## src/rtl/thb_defines.svh

```systemverilog
// constants for the three-phase half-bridge control block
`ifndef THB_DEFINES_SVH
`define THB_DEFINES_SVH

// =========================================
// clock and timing
`define THB_CLK_PERIOD_NS 100
`define THB_OSC_NUM 4'h9
`define THB_OSC_DEN 4'ha
`define THB_DEAD_TICKS 2'h3
`define THB_MASK_TIME_NS 4000
`define THB_MASK_CYCLES 8'((`THB_MASK_TIME_NS + `THB_CLK_PERIOD_NS - 1) / `THB_CLK_PERIOD_NS)
`define THB_RESTART_K_MILLI 313
`define THB_RESTART_N_TENTHS 315
`define THB_RECOVERY_CAP_NF 1000
`define THB_RESTART_CYCLES(cnf) \
	((64'd313 * 64'd315 * 64'd100 * 64'(cnf)) / 64'(`THB_CLK_PERIOD_NS))

// =========================================
// register offsets
`define THB_REG_CTRL 8'h00
`define THB_REG_STATUS 8'h04
`define THB_REG_IRQ_STAT 8'h08
`define THB_REG_IRQ_MASK 8'h0c
`define THB_REG_RESTART 8'h10

// =========================================
// field positions and reset values
`define THB_CTRL_ENABLE_BIT 0
`define THB_CTRL_RESET 1'h1
`define THB_EV_THERMAL 0
`define THB_EV_OVERCURRENT 1
`define THB_EV_MOTOR_UV 2
`define THB_EV_REG_UV 3
`define THB_IRQ_MASK_RESET 4'h0

`endif

```

## src/rtl/thb_pkg.sv

```systemverilog
// types shared by the half-bridge control block
package thb_pkg;

	// =========================================
	// carriers
	typedef struct packed {
		logic high;
		logic low;
	} thb_cmd_t;

	typedef struct packed {
		logic high;
		logic low;
	} thb_drive_t;

	// =========================================
	// enumerations
	typedef enum logic [0:0] {
		THB_OC_WATCH = 1'b0,
		THB_OC_HOLD = 1'b1
	} thb_oc_state_t;

	typedef enum logic [2:0] {
		THB_SEL_CTRL = 3'b000,
		THB_SEL_STATUS = 3'b001,
		THB_SEL_IRQ_STAT = 3'b010,
		THB_SEL_IRQ_MASK = 3'b011,
		THB_SEL_RESTART = 3'b100,
		THB_SEL_NONE = 3'b111
	} thb_sel_t;

endpackage

```

## src/rtl/thb_ocp.sv

```systemverilog
// overcurrent masking filter and restart hold-off
`include "thb_defines.svh"

module thb_ocp (
	// clock and reset
	input wire logic clk_sys,
	input wire logic reset,
	// sense and setup
	input wire logic oc_any,
	input wire logic [31:0] restart_cycles,
	// result
	output logic shutdown,
	output logic trip
);

	typedef struct packed {
		thb_pkg::thb_oc_state_t state;
		logic [7:0] mask_cnt;
		logic [31:0] hold_cnt;
		logic trip;
	} thb_ocp_st_t;

	thb_ocp_st_t s_r;
	thb_ocp_st_t s_nxt;

	// short glitches are ignored; only a persistent condition trips
	always_comb begin
		s_nxt = s_r;
		s_nxt.trip = 1'b0;
		case (s_r.state)
			thb_pkg::THB_OC_WATCH: begin
				if (!oc_any) begin
					s_nxt.mask_cnt = 8'h00;
				end else if (s_r.mask_cnt == `THB_MASK_CYCLES - 8'h01) begin
					s_nxt.state = thb_pkg::THB_OC_HOLD;
					s_nxt.trip = 1'b1;
					s_nxt.mask_cnt = 8'h00;
					s_nxt.hold_cnt = 32'h0;
				end else begin
					s_nxt.mask_cnt = s_r.mask_cnt + 8'h01;
				end
			end
			thb_pkg::THB_OC_HOLD: begin
				// zero period treated as one cycle
				if (s_r.hold_cnt + 32'h1 >= restart_cycles) begin
					s_nxt.state = thb_pkg::THB_OC_WATCH;
				end else begin
					s_nxt.hold_cnt = s_r.hold_cnt + 32'h1;
				end
			end
			default: begin
				s_nxt.state = thb_pkg::THB_OC_WATCH;
			end
		endcase
	end

	// state register
	always_ff @(posedge clk_sys) begin
		if (reset) begin
			s_r <= '0;
		end else begin
			s_r <= s_nxt;
		end
	end

	assign shutdown = (s_r.state == thb_pkg::THB_OC_HOLD);
	assign trip = s_r.trip;

endmodule

```

## src/rtl/thb_phase.sv

```systemverilog
// one half-bridge phase: dead-time delay and drive decode
`include "thb_defines.svh"

module thb_phase (
	// clock and reset
	input wire logic clk_sys,
	input wire logic reset,
	// control
	input wire logic osc_tick,
	input wire logic clear,
	input wire logic allow,
	input wire thb_pkg::thb_cmd_t cmd,
	// drive
	output thb_pkg::thb_drive_t drive
);

	typedef struct packed {
		logic hi_eff;
		logic [1:0] hi_cnt;
		logic lo_eff;
		logic [1:0] lo_cnt;
		thb_pkg::thb_drive_t drive;
	} thb_phase_st_t;

	thb_phase_st_t s_r;
	thb_phase_st_t s_nxt;

	// falling commands act at once, rising ones only on the third tick
	function automatic logic [2:0] thb_step(input logic cmd_in, input logic eff, input logic [1:0] cnt);
		logic [2:0] res;
		res = {eff, cnt};
		if (!cmd_in) begin
			res = 3'h0;
		end else if (!eff) begin
			if (cnt == `THB_DEAD_TICKS - 2'h1) begin
				res = 3'h4;
			end else begin
				res = {1'b0, cnt + 2'h1};
			end
		end
		return res;
	endfunction

	// next state; clear resets the counters at once, otherwise they move only on oscillator ticks
	always_comb begin
		s_nxt = s_r;
		if (clear) begin
			s_nxt.hi_eff = 1'b0;
			s_nxt.hi_cnt = 2'h0;
			s_nxt.lo_eff = 1'b0;
			s_nxt.lo_cnt = 2'h0;
		end else if (osc_tick) begin
			{s_nxt.hi_eff, s_nxt.hi_cnt} = thb_step(cmd.high, s_r.hi_eff, s_r.hi_cnt);
			{s_nxt.lo_eff, s_nxt.lo_cnt} = thb_step(cmd.low, s_r.lo_eff, s_r.lo_cnt);
		end
		if (osc_tick) begin
			s_nxt.drive.high = allow & s_nxt.hi_eff & ~s_nxt.lo_eff;
			s_nxt.drive.low = allow & s_nxt.lo_eff & ~s_nxt.hi_eff;
		end
	end

	// state register
	always_ff @(posedge clk_sys) begin
		if (reset) begin
			s_r <= '0;
		end else begin
			s_r <= s_nxt;
		end
	end

	assign drive = s_r.drive;

endmodule

```

## src/rtl/thb_top.sv

```systemverilog
// top of the three-phase half-bridge control block with apb registers
//
// The register addresses and register access over APB were chosen for this implementation.
`include "thb_defines.svh"

// Summary of operation
// - each phase decodes high-only, low-only, otherwise high impedance, independently
// - phase outputs change only on ticks of the internal oscillator
// - a rising command reaches its output three oscillator ticks later
// - over-temperature forces every phase output to high impedance
// - thermal shutdown releases only after the hysteresis release indication
// - motor supply undervoltage disables control and turns all outputs off
// - motor supply lockout ends by itself at the raised release threshold
// - regulator undervoltage disables control and turns all outputs off
// - regulator lockout ends by itself at the raised release threshold
// - overcurrent on any of six transistors shuts all outputs off
// - after overcurrent shutdown outputs stay off for the restart period
// - open-drain overcurrent flag reports an overcurrent shutdown
// - open-drain thermal flag reports active over-temperature protection
// - overcurrent shorter than the four microsecond masking time is ignored
module thb_top #(
	parameter int unsigned RESTART_CYCLES = 32'(`THB_RESTART_CYCLES(`THB_RECOVERY_CAP_NF))
) (
	// clock and reset
	input wire logic clk_sys,
	input wire logic reset,
	// apb slave
	input wire logic [7:0] paddr,
	input wire logic psel,
	input wire logic penable,
	input wire logic pwrite,
	input wire logic [31:0] pwdata,
	output logic pready,
	output logic [31:0] prdata,
	output logic pslverr,
	// interrupt
	output logic irq,
	// phase commands from the controller
	input wire logic phase_one_high_cmd,
	input wire logic phase_one_low_cmd,
	input wire logic phase_two_high_cmd,
	input wire logic phase_two_low_cmd,
	input wire logic phase_three_high_cmd,
	input wire logic phase_three_low_cmd,
	// protection comparators
	input wire logic temp_trip,
	input wire logic temp_release,
	input wire logic motor_supply_low,
	input wire logic motor_supply_ok,
	input wire logic internal_regulator_low,
	input wire logic internal_regulator_ok,
	input wire logic [5:0] current_sense_node_trip,
	// phase drive, index 0 is phase one
	output logic [2:0] phase_drive_high,
	output logic [2:0] phase_drive_low,
	// open-drain flags
	output logic overcurrent_flag_n_o,
	output logic overcurrent_flag_n_oe_n,
	output logic overheat_flag_n_o,
	output logic overheat_flag_n_oe_n
);

	// =========================================
	// state
	typedef struct packed {
		logic [3:0] osc_acc;
		logic osc_tick;
		logic thermal_shutdown;
		logic motor_uv;
		logic reg_uv;
		logic ctrl_enable;
		logic [3:0] irq_stat;
		logic [3:0] irq_mask;
		logic [31:0] restart;
		logic pready;
		logic [31:0] prdata;
		logic pslverr;
		logic irq;
		logic oc_oe_n;
		logic th_oe_n;
		logic flag_lvl;
		logic [2:0] drv_high;
		logic [2:0] drv_low;
	} thb_top_st_t;

	thb_top_st_t s_r;
	thb_top_st_t s_nxt;

	thb_pkg::thb_cmd_t [2:0] cmd;
	thb_pkg::thb_drive_t [2:0] drive;
	logic undervoltage_lockout;
	logic overcurrent_shutdown;
	logic oc_trip;
	logic allow;
	logic [3:0] events;
	logic [31:0] rd_word;
	thb_pkg::thb_sel_t sel;
	logic access;
	logic wr_done;
	logic [4:0] osc_sum;

	// =========================================
	// address decode, shared by read and write paths
	function automatic thb_pkg::thb_sel_t thb_decode(input logic [7:0] addr);
		thb_pkg::thb_sel_t res;
		if (addr == `THB_REG_CTRL) begin
			res = thb_pkg::THB_SEL_CTRL;
		end else if (addr == `THB_REG_STATUS) begin
			res = thb_pkg::THB_SEL_STATUS;
		end else if (addr == `THB_REG_IRQ_STAT) begin
			res = thb_pkg::THB_SEL_IRQ_STAT;
		end else if (addr == `THB_REG_IRQ_MASK) begin
			res = thb_pkg::THB_SEL_IRQ_MASK;
		end else if (addr == `THB_REG_RESTART) begin
			res = thb_pkg::THB_SEL_RESTART;
		end else begin
			res = thb_pkg::THB_SEL_NONE;
		end
		return res;
	endfunction

	// =========================================
	// command gathering
	assign cmd[0] = '{high: phase_one_high_cmd, low: phase_one_low_cmd};
	assign cmd[1] = '{high: phase_two_high_cmd, low: phase_two_low_cmd};
	assign cmd[2] = '{high: phase_three_high_cmd, low: phase_three_low_cmd};

	// either lockout stops the control logic
	assign undervoltage_lockout = s_r.motor_uv | s_r.reg_uv;

	// every protection gates the outputs on its own, none outranks another
	assign allow = s_r.ctrl_enable & ~s_r.thermal_shutdown & ~undervoltage_lockout
		& ~overcurrent_shutdown;

	// =========================================
	// phases
	genvar gi;
	generate
		for (gi = 0; gi < 3; gi++) begin : g_phase
			thb_phase u_phase (
				.clk_sys(clk_sys),
				.reset(reset),
				.osc_tick(s_r.osc_tick),
				.clear(undervoltage_lockout),
				.allow(allow),
				.cmd(cmd[gi]),
				.drive(drive[gi])
			);
		end
	endgenerate

	// =========================================
	// overcurrent protection
	thb_ocp u_ocp (
		.clk_sys(clk_sys),
		.reset(reset),
		.oc_any(|current_sense_node_trip),
		.restart_cycles(s_r.restart),
		.shutdown(overcurrent_shutdown),
		.trip(oc_trip)
	);

	// =========================================
	// register read word
	assign sel = thb_decode(paddr);
	assign access = psel & penable;
	assign wr_done = access & pwrite & s_r.pready & (sel != thb_pkg::THB_SEL_NONE);

	// read mux; unmapped addresses read zero
	always_comb begin
		rd_word = 32'h0;
		case (sel)
			thb_pkg::THB_SEL_CTRL: begin
				rd_word[`THB_CTRL_ENABLE_BIT] = s_r.ctrl_enable;
			end
			thb_pkg::THB_SEL_STATUS: begin
				rd_word[0] = s_r.thermal_shutdown;
				rd_word[1] = overcurrent_shutdown;
				rd_word[2] = s_r.motor_uv;
				rd_word[3] = s_r.reg_uv;
				rd_word[6:4] = s_r.drv_high;
				rd_word[10:8] = s_r.drv_low;
			end
			thb_pkg::THB_SEL_IRQ_STAT: begin
				rd_word[3:0] = s_r.irq_stat;
			end
			thb_pkg::THB_SEL_IRQ_MASK: begin
				rd_word[3:0] = s_r.irq_mask;
			end
			thb_pkg::THB_SEL_RESTART: begin
				rd_word = s_r.restart;
			end
			default: begin
				rd_word = 32'h0;
			end
		endcase
	end

	// =========================================
	// next state
	always_comb begin
		s_nxt = s_r;
		events = 4'h0;

		// fractional divider: nine ticks per ten system clocks, about 9 MHz
		// sum kept one bit wider so that it cannot wrap before the compare
		osc_sum = {1'b0, s_r.osc_acc} + {1'b0, `THB_OSC_NUM};
		if (osc_sum >= {1'b0, `THB_OSC_DEN}) begin
			s_nxt.osc_acc = 4'(osc_sum - {1'b0, `THB_OSC_DEN});
			s_nxt.osc_tick = 1'b1;
		end else begin
			s_nxt.osc_acc = s_r.osc_acc + `THB_OSC_NUM;
			s_nxt.osc_tick = 1'b0;
		end

		// thermal latch; trip wins if both comparators claim at once
		if (temp_trip) begin
			s_nxt.thermal_shutdown = 1'b1;
		end else if (temp_release) begin
			s_nxt.thermal_shutdown = 1'b0;
		end

		// motor supply lockout, released with no software action
		if (motor_supply_low) begin
			s_nxt.motor_uv = 1'b1;
		end else if (motor_supply_ok) begin
			s_nxt.motor_uv = 1'b0;
		end

		// regulator lockout, released with no software action
		if (internal_regulator_low) begin
			s_nxt.reg_uv = 1'b1;
		end else if (internal_regulator_ok) begin
			s_nxt.reg_uv = 1'b0;
		end

		// entry edges of each protection state
		events[`THB_EV_THERMAL] = s_nxt.thermal_shutdown & ~s_r.thermal_shutdown;
		events[`THB_EV_OVERCURRENT] = oc_trip;
		events[`THB_EV_MOTOR_UV] = s_nxt.motor_uv & ~s_r.motor_uv;
		events[`THB_EV_REG_UV] = s_nxt.reg_uv & ~s_r.reg_uv;

		// apb answer one cycle into the access phase
		if (access & ~s_r.pready) begin
			s_nxt.pready = 1'b1;
			s_nxt.prdata = pwrite ? 32'h0 : rd_word;
			s_nxt.pslverr = (sel == thb_pkg::THB_SEL_NONE);
		end else begin
			s_nxt.pready = 1'b0;
			s_nxt.prdata = 32'h0;
			s_nxt.pslverr = 1'b0;
		end

		// writes land on the edge that completes the transfer
		if (wr_done && sel == thb_pkg::THB_SEL_CTRL) begin
			s_nxt.ctrl_enable = pwdata[`THB_CTRL_ENABLE_BIT];
		end
		if (wr_done && sel == thb_pkg::THB_SEL_IRQ_MASK) begin
			s_nxt.irq_mask = pwdata[3:0];
		end
		if (wr_done && sel == thb_pkg::THB_SEL_RESTART) begin
			s_nxt.restart = pwdata;
		end

		// write-one-to-clear, a new event in the same cycle survives
		if (wr_done && sel == thb_pkg::THB_SEL_IRQ_STAT) begin
			s_nxt.irq_stat = (s_r.irq_stat & ~pwdata[3:0]) | events;
		end else begin
			s_nxt.irq_stat = s_r.irq_stat | events;
		end
		s_nxt.irq = |(s_nxt.irq_stat & s_nxt.irq_mask);

		// flags pull low for as long as the protection holds
		s_nxt.oc_oe_n = ~overcurrent_shutdown;
		s_nxt.th_oe_n = ~s_nxt.thermal_shutdown;
		s_nxt.flag_lvl = 1'b0;

		// local copy of the drive, read back through status
		for (int i = 0; i < 3; i++) begin
			s_nxt.drv_high[i] = drive[i].high;
			s_nxt.drv_low[i] = drive[i].low;
		end
	end

	// =========================================
	// state register
	always_ff @(posedge clk_sys) begin
		if (reset) begin
			s_r <= '0;
			s_r.ctrl_enable <= `THB_CTRL_RESET;
			s_r.irq_mask <= `THB_IRQ_MASK_RESET;
			s_r.restart <= RESTART_CYCLES;
			s_r.oc_oe_n <= 1'b1;
			s_r.th_oe_n <= 1'b1;
		end else begin
			s_r <= s_nxt;
		end
	end

	// =========================================
	// outputs, all from flops
	assign pready = s_r.pready;
	assign prdata = s_r.prdata;
	assign pslverr = s_r.pslverr;
	assign irq = s_r.irq;
	assign overcurrent_flag_n_o = s_r.flag_lvl;
	assign overcurrent_flag_n_oe_n = s_r.oc_oe_n;
	assign overheat_flag_n_o = s_r.flag_lvl;
	assign overheat_flag_n_oe_n = s_r.th_oe_n;

	// phase drive straight from the phase flops
	always_comb begin
		for (int i = 0; i < 3; i++) begin
			phase_drive_high[i] = drive[i].high;
			phase_drive_low[i] = drive[i].low;
		end
	end

endmodule

```

## config.mk

```make
export PLATFORM = sky130hd
export DESIGN_NAME = thb_top
export DESIGN_NICKNAME = d
export VERILOG_FILES = /design/src/rtl/thb_pkg.sv /design/src/rtl/thb_ocp.sv /design/src/rtl/thb_phase.sv /design/src/rtl/thb_top.sv
export VERILOG_INCLUDE_DIRS = /design/src /design/src/rtl
export SDC_FILE = /design/constraint.sdc
export NUM_CORES = 1
export LEC_CHECK = 0
export ABC_AREA = 1
export ABC_CLOCK_PERIOD_IN_PS = 3250
export BUFFER_PORTS_ARGS = -buffer_cell sky130_fd_sc_hd__buf_2
export CORE_MARGIN = 1
export CORE_UTILIZATION = 40
export DETAILED_ROUTE_END_ITERATION = 6
export SKIP_CTS_REPAIR_TIMING = 1
export SLEW_MARGIN = 20
export SYNTH_ARGS = -nofsm -noshare
export SYNTH_HDL_FRONTEND = slang
export SYNTH_HIERARCHICAL = 1
export SYNTH_SLANG_ARGS = --single-unit
```

## constraint.sdc

```tcl
create_clock -name clk_sys -period 3.25 [get_ports clk_sys]
set_clock_uncertainty 0.15 [all_clocks]
set_input_delay 0.325 -clock clk_sys [delete_from_list [all_inputs] [get_ports clk_sys]]
set_output_delay 0.325 -clock clk_sys [all_outputs]
set_load 0.02 [all_outputs]
```

==> results.sh, run 1 <==
export IMPL_cp_common_cell="nand2_1"
export IMPL_ios=108
export IMPL_reg2regPathDepth=17
export IMPL_post_drt_wl_per_cell_um=14.0
export IMPL_ys_top_cells_by_area="dfxtp_1 (37%), nand2_1 (10%), inv_1 (7.9%), nand3_1 (6.2%), ha_1 (5.4%)"
export IMPL_setup_violations=0
export IMPL_path_buf_inv=2
export IMPL_power_density_mw_per_mm2=449
export IMPL_io_buffer_count=105
export IMPL_arrival_ps=3320
export IMPL_ys_types=45
export IMPL_drt_wl_total_mm=22.0
export IMPL_worst_pin_slew_ps=700
export IMPL_r2r_start="u_ocp/s_r[15]$_SDFFE_PP0P_"
export IMPL_slew_headroom=0.533
export IMPL_synth_mux_area_frac=0
export IMPL_synth_compound_area_frac=0.113
export IMPL_clk_pin_slew_ps=70
export IMPL_r2r_setup_slack_ps=140
export IMPL_cp_end_kind="register"
export IMPL_max_freq_ghz=0.321
export IMPL_h_tree_depth=4
export IMPL_die_w_um=148
export IMPL_via_per_inst=4.95
export IMPL_required_ps=3460
export IMPL_clkSinkCount=158
export IMPL_slew_violations=0
export IMPL_synth_commonest_cells="nand2_1 (227), inv_1 (179), dfxtp_1 (158)"
export IMPL_worstSetupStartpointType="register"
export IMPL_grt_overflow_total=0
export IMPL_ant_nets=0
export IMPL_grt_use_total=0.200
export IMPL_fin_util=0.479
export IMPL_internal_power_mw=3.22
export IMPL_finalWorstPathRequiredPeriod_ps=3110
export IMPL_crit_fanout=18
export IMPL_gp_congestion=0.913
export IMPL_power_mw=4.42
export IMPL_cts_tree="built"
export IMPL_synthAdderAreaFrac=0.0545
export IMPL_p_seq_frac=0.466
export IMPL_fillers=2147
export IMPL_synth_cells=1197
export IMPL_violations="hold timing"
export IMPL_crit_family="simple AND/OR/NAND/NOR gates"
export IMPL_dieArea_mm2=0.0218
export IMPL_syn_area_mm2=0.00850
export IMPL_pwr_share_comb=0.098
export IMPL_p_sw_frac=0.271
export IMPL_yosys_area_share_simple=0.297
export IMPL_status="finished with violations"
export IMPL_period_share=0.958
export IMPL_final_nets=1383
export IMPL_drc_errors=0
export IMPL_drv_cap=0
export IMPL_synth_top_area_cell="dfxtp_1"
export IMPL_synth_top_family_by_area="simple AND/OR/NAND/NOR gates"
export IMPL_antenna_found_initial=0
export IMPL_dr_first_iter_drc_count=470
export IMPL_die_h_um=148
export IMPL_synth_top_area_frac=0.372
export IMPL_dp_cells=1519
export IMPL_core_area_mm2=0.0206
export IMPL_r2r_end="u_ocp/s_r[23]$_SDFFE_PP0P_"
export IMPL_grt_pass1_vias=7029
export IMPL_clockPowerShare=0.436
export IMPL_cp_num_cells=17
export IMPL_cts_root_buf="clkbuf_16"
export IMPL_vias=7763
export IMPL_endpoint="u_ocp/s_r[23]$_SDFFE_PP0P_"
export IMPL_synth_edf_count=0
export IMPL_syn_area_per_cell_um2=7.10
export IMPL_grt_pass1_wl_mm=34.4
export IMPL_p_switching_mw=1.20
export IMPL_ir_drop_uv=376
export IMPL_power_leakage_nw=4.57
export IMPL_first_pass_iters=7
export IMPL_cp_slowest_stage_delay_ps=430
export IMPL_clk_path_buf_depth=2
export IMPL_fp_row_count=52
export IMPL_drive_gt1_frac=0.175
export IMPL_hold_viol=1
export IMPL_ys_seq_elements=158
export IMPL_grt_max_degree=50
export IMPL_yosysWarningCount=6
export IMPL_numCtsBuffers=17
export IMPL_seq_area_frac_synth=0.372
export IMPL_start_util=0.413
export IMPL_ys_flop_type="dfxtp_1"
export IMPL_startpoint="u_ocp/s_r[15]$_SDFFE_PP0P_"
export IMPL_synthArstFlopShare=0
export IMPL_cp_slowest_cell="dfxtp_1"
export IMPL_place_area_mm2=0.00906
export IMPL_fin_cells=1567
export IMPL_dp_hpwl_mm=15.9
export IMPL_holdWs_ps=-0.457
export IMPL_design_area_mm2=0.00984
export IMPL_clk_latency_ps=430
export IMPL_area_growth_pct=15.8
export IMPL_crit_chain="nand2_1 -> nor2_2 -> nand2_1 -> nor2_4 -> nand3_1 -> nand2_1 -> inv_1 -> ha_1 -> nand2_1 -> nor2_2 -> nand4_1 -> nor2_1 -> nand2_2 -> nand2_4 -> clkbuf_16 -> nand3_1 -> a21oi_1"
export IMPL_hold_class="input port to register"
export IMPL_synthXorXnorAreaFrac=0.0212
export IMPL_post_synth_top_count_cell="nand2_1"
export IMPL_criticalPathCategory="register to register"
==> worst min-delay path by stage <==
| stage | startpoint | to | slack (ps) | cells after the start |
|---|---|---|---|---|
| 3_5_place_dp | g_phase[1].u_phase/drive[1]$_SDFFE_PP0P_ | s_r[4]$_SDFF_PP0_ | 290 | 2 |
| 2_1_floorplan | reset | pready$_SDFF_PP0_ | 260 | 1 |
| 3_3_place_gp | s_r[3]$_SDFF_PP0_ | prdata[4]$_SDFF_PP0_ | 290 | 2 |
| 4_1_cts | pwdata[13] | s_r[57]$_SDFFE_PP1P_ | -50 | 3 |
| 5_1_grt | temp_trip | overheat_flag_n_oe_n$_SDFF_PP1_ | 10 | 2 |
| 6_report | temp_trip | overheat_flag_n_oe_n$_SDFF_PP1_ | -0.5 | 2 |
==> routing by layer <==
layer / wire (µm) / GRT usage / part of all wire / vias to the layer above
met5: 0 / 0 / 0 / -
met4: 572 / 0.0804 / 0.026 / 0
met3: 969 / 0.0420 / 0.044 / 41
met2: 10400 / 0.338 / 0.47 / 208
met1: 10000 / 0.248 / 0.46 / 3518
li1: - / - / - / 3996
==> flip-flops by register name (all words and copies together), names as in the netlist <==
signal                   flops
u_ocp/shutdown               1
irq                          1
overcurrent_flag_n_oe_n      1
u_ocp/trip                   1
g_phase.u_phase/drive        6
s_r                         55
prdata                      32
u_ocp/s_r                   40
pslverr                      1
overheat_flag_n_oe_n         1
pready                       1
g_phase.u_phase/s_r         18
==> layout by cell type (no fill, tap or decap), types with 3 or more instances in the layout <==
master and instances:
nand2_1 226, inv_1 179, dfxtp_1 155, nor2_1 115
nand3_1 106, buf_2 105, a21oi_1 89, ha_1 37
nand4_1 35, o21ai_1 31, o21ai_0 22, buf_4 19
clkbuf_16 18, nor3_1 13, dlygate4sd3_1 13, xor2_1 12
inv_2 11, o211ai_1 10, nor2_2 8, a21oi_2 8
nor2_4 7, nand2_2 7, a31oi_1 5, clkinv_2 4
nand3b_1 4, nand2_4 3, a41oi_1 3, a211oi_1 3
nand3_2 3, clkinvlp_4 3, inv_6 3, clkinv_4 3
nor3_2 3, a21o_1 3, dfxtp_2 3
==> stage by stage <==
stage | hold slack, ps | worst slack [ps] | TNS [ps]
2_1_floorplan | 263 | 390 | 0
6_report | -0.457 | 136 | 0
5_1_grt | 12.0 | -50.2 | -928
3_5_place_dp | 290 | 110 | 0
3_3_place_gp | 287 | 147 | 0
4_1_cts | -49.6 | 80.9 | 0
==> worst register-to-register path: cells and delay by family (launching register included) <==
kind,cells,cell delay [ps]
AO/OA/AOI/OAI,1,140
adder cells (fa/ha/maj),1,280
buffers and inverters,2,240
flip-flops,1,430
AND/OR/NAND/NOR,13,1790
==> power by group through the flow <==
stage | clock network, mW | logic, mW | registers, mW
6_report | 1.93 | 0.432 | 2.06
5_1_grt | 2.06 | 0.492 | 2.07
4_1_cts | 1.98 | 0.422 | 2.06
3_5_place_dp | 0 | 0.419 | 2.10
3_3_place_gp | 0 | 0.412 | 2.10
2_1_floorplan | 0 | 0.304 | 2.09
==> area by class of cell <==
cell class                 instances  area (µm²)  area share
clock inverter                    15         136      0.0139
tap                              270         338      0.0343
sequential                       158        3170       0.322
clock buffer                      17         425      0.0432
multi-input combinational        774        4190       0.426
antenna                            1        2.50    0.000254
inverter                         192         723      0.0735
timing repair buffer             140         858      0.0872
==> cell families (layout without fill, tap and decap cells) <==
logic type      Yosys count  count (layout)
compound gates          175             175
buf+inv                 266             364
fa+ha+maj                37              37
other cells               1               3
flops                   158             158
xor+xnor                 18              18
simple gates            542             542
No activity file was read; power rests on OpenSTA's default activity.
==> run 2, diff against run 1 <==
- CORE_UTILIZATION: 40 -> 39
==> results.sh, run 2 (synthesis gave the netlist of run 1 again) <==
export IMPL_cp_slowest_stage_delay_ps=400
export IMPL_grt_overflow_total=0
export IMPL_violations="hold timing"
export IMPL_holdWs_ps=-21.4
export IMPL_required_ps=3450
export IMPL_dieArea_mm2=0.0224
export IMPL_pre_cts_ws_ps=93.3
export IMPL_cp_common_cell="nand2_1"
export IMPL_cts_tree="built"
export IMPL_multi_input_area_mm2=0.00417
export IMPL_hold_start="pwdata[23]"
export IMPL_vias=7778
export IMPL_layout_common_cells="nand2_1 (226), inv_1 (178), dfxtp_1 (155)"
export IMPL_ff_latch_area_mm2=0.00317
export IMPL_top_register="s_r"
export IMPL_io_buffer_count=105
export IMPL_arrival_ps=3230
export IMPL_grt_use_total=0.201
export IMPL_hold_viol=1
export IMPL_finalWorstPathRequiredPeriod_ps=3030
export IMPL_fin_ws_ps=219
export IMPL_slew_violations=0
export IMPL_pwr_share_comb=0.093
export IMPL_worst_pin_slew_ps=720
export IMPL_criticalPathCategory="register to register"
export IMPL_internal_power_mw=3.40
export IMPL_core_area_mm2=0.0212
export IMPL_clk_pin_slew_ps=60
export IMPL_first_pass_iters=5
export IMPL_p_switching_mw=1.20
export IMPL_post_drt_wl_per_cell_um=13.8
export IMPL_grt_pass1_wl_mm=34.9
export IMPL_cp_end_kind="register"
export IMPL_clkSinkCount=158
export IMPL_die_w_um=150
export IMPL_gp_congestion=0.907
export IMPL_slew_headroom=0.519
export IMPL_drt_wl_total_mm=22.0
export IMPL_drc_errors=0
export IMPL_ant_nets=0
export IMPL_ios=108
export IMPL_n_antenna_cell=0
export IMPL_crit_chain="nand2_1 -> nor3_4 -> nand2_1 -> buf_4 -> nor2_4 -> nand3_1 -> nand2_1 -> nand2_1 -> ha_1 -> a21oi_1 -> o21ai_0 -> nand2_1 -> nand2_1 -> nor2_2 -> buf_4 -> nand3_1 -> a21oi_1"
export IMPL_final_common_cell="nand2_1"
export IMPL_r2r_start="u_ocp/s_r[17]$_SDFFE_PP0P_"
export IMPL_area_growth_pct=18.3
export IMPL_final_nets=1408
export IMPL_ir_drop_uv=367
export IMPL_h_tree_depth=4
export IMPL_p_seq_frac=0.447
export IMPL_fin_cells=1596
export IMPL_startpoint="u_ocp/s_r[17]$_SDFFE_PP0P_"
export IMPL_clk_latency_ps=430
export IMPL_numCtsBuffers=17
export IMPL_hold_class="input port to register"
export IMPL_dp_cells=1550
export IMPL_path_buf_inv=2
export IMPL_dr_first_iter_drc_count=483
export IMPL_p_sw_frac=0.261
export IMPL_antenna_found_initial=0
export IMPL_cts_root_buf="clkbuf_16"
export IMPL_period_share=0.933
export IMPL_largest_register_ffs=55
export IMPL_via_per_inst=4.87
export IMPL_dp_hpwl_mm=16.1
export IMPL_clockPowerShare=0.459
export IMPL_worstSetupStartpointType="register"
export IMPL_clk_path_buf_depth=2
export IMPL_power_leakage_nw=4.71
export IMPL_grt_pass1_vias=7081
export IMPL_crit_family="simple AND/OR/NAND/NOR gates"
export IMPL_tns_ps=0
export IMPL_start_util=0.401
export IMPL_fillers=2160
export IMPL_drive_gt1_frac=0.189
export IMPL_fp_row_count=53
export IMPL_crit_fanout=14
export IMPL_die_h_um=150
export IMPL_max_freq_ghz=0.330
export IMPL_status="finished with violations"
export IMPL_cp_slowest_cell="dfxtp_1"
export IMPL_setup_violations=0
export IMPL_power_mw=4.60
export IMPL_grt_max_degree=47
export IMPL_power_density_mw_per_mm2=458
export IMPL_drv_cap=0
==> run 2: through the flow <==
| stage | instance area [µm²] | util |
|---|---|---|
| after CTS | 9880 | 0.466 |
| final | 10100 | 0.474 |
| after detailed placement | 9260 | 0.436 |
| after floorplan | 8500 | - |
| after global routing | 10100 | 0.474 |
| after global placement | 9260 | 0.436 |
==> run 2: cell type report <==
type,count,area share
clock buffer,18,0.0437
timing repair buffer,165,0.103
sequential,158,0.315
inverter,192,0.0719
multi-input combinational,774,0.415
clock inverter,14,0.0179
tap,275,0.0342
==> run 2: worst reg2reg max path, stage by stage, from the launching register on <==
cell and delay, ps:
dfxtp_1 400, nand2_1 130, nor3_4 180, nand2_1 100
buf_4 150, nor2_4 150, nand3_1 90, nand2_1 60
nand2_1 80, ha_1 330, a21oi_1 140, o21ai_0 110
nand2_1 90, nand2_1 60, nor2_2 200, buf_4 250
nand3_1 110, a21oi_1 170
==> run 2: final timing paths <==
| kind | depth (start not counted) | slack (ps) | endpoint |
|---|---|---|---|
| min reg2reg | 2 | 290 | prdata[5]$_SDFF_PP0_ |
| max | 17 | 220 | u_ocp/s_r[23]$_SDFFE_PP0P_ |
| min | 3 | -20 | s_r[67]$_SDFFE_PP1P_ |
| max reg2reg | 17 | 220 | u_ocp/s_r[23]$_SDFFE_PP0P_ |
==> run 2: power groups by stage <==
stage | clock, mW | sequential (mW) | combinational (mW)
after floorplan | 0 | 2.09 | 0.304
after global placement | 0 | 2.10 | 0.411
after detailed placement | 0 | 2.10 | 0.416
after CTS | 2.16 | 2.06 | 0.420
after global routing | 2.25 | 2.07 | 0.497
final | 2.11 | 2.06 | 0.430
==> run 2: metal layers <==
| metal | share of wire | GRT usage | wire, µm |
|---|---|---|---|
| met5 | 0 | 0 | 0 |
| met4 | 0.013 | 0.0592 | 285 |
| met3 | 0.051 | 0.0463 | 1120 |
| met2 | 0.48 | 0.342 | 10500 |
| met1 | 0.46 | 0.250 | 10100 |
==> run 3, diff against run 2 <==
- ABC_AREA: 1 -> 0
- HOLD_SLACK_MARGIN: unset -> 0.05
==> results.sh, run 3 <==
export IMPL_status="finished with violations"
export IMPL_violations="setup timing"
export IMPL_ant_nets=0
export IMPL_clockPowerShare=0.456
export IMPL_slew_headroom=0.336
export IMPL_whs_path_depth=3
export IMPL_worstSetupStartpointType="register"
export IMPL_synth_top_area_frac=0.393
export IMPL_pwr_share_comb=0.090
export IMPL_crit_chain="nand4_1 -> nor4_4 -> buf_4 -> and2_4 -> and4_4 -> xor2_2 -> ha_1 -> nand4_1 -> nor3_1 -> a221oi_2 -> and3_4 -> a21oi_4 -> buf_6 -> clkbuf_16 -> a32oi_2 -> o41ai_2"
export IMPL_final_nets=1229
export IMPL_first_pass_iters=4
export IMPL_fp_row_count=52
export IMPL_cp_common_cell="nand4_1"
export IMPL_synth_cells=933
export IMPL_ff_latch_area_mm2=0.00318
export IMPL_grt_pass1_vias=6564
export IMPL_clkSinkCount=158
export IMPL_drive_gt1_frac=0.302
export IMPL_setup_violations=33
export IMPL_reg2regPathDepth=16
export IMPL_arrival_ps=3790
export IMPL_post_synth_top_count_cell="dfxtp_1"
export IMPL_tns_ps=-9850
export IMPL_hold_viol=0
export IMPL_dp_hpwl_mm=14.5
export IMPL_ys_types=68
export IMPL_synth_commonest_cells="dfxtp_1 (158), nand2_1 (117), a21oi_1 (57)"
export IMPL_fin_ws_ps=-402
export IMPL_layout_common_cells="dfxtp_1 (150), nand2_1 (107), buf_2 (104)"
export IMPL_n_antenna_cell=0
export IMPL_ir_drop_uv=356
export IMPL_period_share=1.12
export IMPL_start_util=0.398
export IMPL_ys_seq_elements=158
export IMPL_vias=7071
export IMPL_p_sw_frac=0.231
export IMPL_gp_congestion=0.797
export IMPL_h_tree_depth=4
export IMPL_drt_wl_total_mm=20.3
export IMPL_cp_slowest_stage_delay_ps=370
export IMPL_clk_latency_ps=430
export IMPL_hold_class="input port to register"
export IMPL_fillers=1868
export IMPL_grt_overflow_total=0
export IMPL_ys_top_cells_by_area="dfxtp_1 (39%), ha_1 (5.7%), nand2_1 (5.5%), buf_4 (3.8%), a21oi_1 (3.5%)"
export IMPL_antenna_found_initial=0
export IMPL_rsz0062_at_grt="true"
export IMPL_clk_pin_slew_ps=60
export IMPL_grt_use_total=0.187
export IMPL_numCtsBuffers=17
export IMPL_cp_end_kind="register"
export IMPL_power_mw=4.49
export IMPL_drv_cap=0
export IMPL_design_area_mm2=0.0107
export IMPL_grt_pass1_wl_mm=31.9
export IMPL_grt_max_degree=52
export IMPL_io_buffer_count=105
export IMPL_die_h_um=146
export IMPL_crit_fanout=5
export IMPL_p_seq_frac=0.455
export IMPL_ys_flop_type="dfxtp_1"
export IMPL_synthArstFlopShare=0
export IMPL_largest_register_ffs=55
export IMPL_top_register="s_r"
export IMPL_syn_area_mm2=0.00805
export IMPL_cts_tree="built"
export IMPL_place_area_mm2=0.00927
export IMPL_post_drt_wl_per_cell_um=14.4
export IMPL_cts_root_buf="clkbuf_16"
export IMPL_worst_pin_slew_ps=994
export IMPL_die_w_um=146
export IMPL_drc_errors=0
export IMPL_synth_top_area_cell="dfxtp_1"
export IMPL_ios=108
export IMPL_internal_power_mw=3.46
export IMPL_syn_area_per_cell_um2=8.63
export IMPL_power_leakage_nw=4.60
export IMPL_multi_input_area_mm2=0.00452
export IMPL_via_per_inst=5.01
export IMPL_synth_edf_count=0
export IMPL_power_density_mw_per_mm2=420
export IMPL_cp_slowest_cell="dfxtp_2"
export IMPL_area_growth_pct=32.9
export IMPL_slew_violations=0
export IMPL_dieArea_mm2=0.0212
export IMPL_max_freq_ghz=0.274
export IMPL_final_common_cell="dfxtp_1"
export IMPL_dr_first_iter_drc_count=341
export IMPL_clk_path_buf_depth=2
export IMPL_required_ps=3390
export IMPL_p_switching_mw=1.04
export IMPL_core_area_mm2=0.0202
export IMPL_yosysWarningCount=6
export IMPL_finalWorstPathRequiredPeriod_ps=3650
export IMPL_seq_area_frac_synth=0.393
export IMPL_criticalPathCategory="register to register"
==> run 3: cell types whose count changed in the layout (fill, tap and decap cells not counted), sizes merged, moves of 22 or more <==
cell,delta
inv,-141
nor2,-84
o21ai,-31
nand2,-120
and2,+38
a21oi,-39
buf,+63
nand3b,+22
nand3,-74
dlygate4sd3,+26
nor2b,+23
==> run 3: final cells by class <==
type,instances,area share
repair buffers,255,0.173
clock inverters,9,0.0127
clock buffers,21,0.0439
flip-flops and latches,158,0.297
well taps,270,0.0316
inverters,55,0.0193
multi-input cells,642,0.422
==> run 3: layer usage <==
| layer | up-vias | wire length, µm | track usage |
|---|---|---|---|
| met5 | - | 0 | 0 |
| met4 | 0 | 333 | 0.0668 |
| met3 | 24 | 855 | 0.0505 |
| met2 | 118 | 9780 | 0.311 |
| met1 | 3319 | 9290 | 0.230 |
| li1 | 3610 | - | - |
==> run 3: critical path, delay by kind of cell (launching register included) <==
| family | cells | cell delay, ps |
|---|---|---|
| AOI/OAI and AO/OA | 4 | 650 |
| xor gates and xnor gates | 1 | 150 |
| adders and majority gates | 1 | 260 |
| buffers and inverters | 3 | 500 |
| DFF | 1 | 370 |
| and+or+nand+nor | 7 | 1440 |
==> run 3: logic make-up after synthesis <==
family          share of synthesized area
other cells                      0.000466
compound gates                      0.150
buf+inv                            0.0876
xor+xnor                           0.0359
simple gates                        0.257
fa+ha+maj                          0.0575
mux                                0.0183
flops                               0.393
==> run 3: path summary, 6_finish.rpt <==
check / from / endpoint / slack, ps
max: u_ocp/s_r[1]$_SDFFE_PP0P_ / u_ocp/s_r[15]$_SDFFE_PP0P_ / -400
min: temp_release / overheat_flag_n_oe_n$_SDFF_PP1_ / 40
max reg2reg: u_ocp/s_r[1]$_SDFFE_PP0P_ / u_ocp/s_r[15]$_SDFFE_PP0P_ / -400
min reg2reg: s_r[3]$_SDFF_PP0_ / prdata[4]$_SDFF_PP0_ / 300
==> run 3: power by group through the flow <==
| stage | logic, mW | clock network, mW | registers, mW |
|---|---|---|---|
| after floorplan | 0.307 | 0 | 2.05 |
| after global placement | 0.354 | 0 | 2.09 |
| after detailed placement | 0.359 | 0 | 2.08 |
| after CTS | 0.362 | 2.11 | 2.04 |
| after global routing | 0.449 | 2.19 | 2.05 |
| final | 0.404 | 2.05 | 2.04 |
==> run 3: per-stage QoR <==
stage / worst slack (ps) / utilization / std cells / hold WS [ps]
detailed placement: -322 / 0.458 / 1327 / 290
floorplan: -76.6 / - / 934 / 245
global placement: -295 / 0.458 / 1327 / 283
global route: -522 / 0.529 / 1410 / 50.8
finish: -402 / 0.529 / 1410 / 37.3
CTS: -379 / 0.488 / 1357 / -57.7
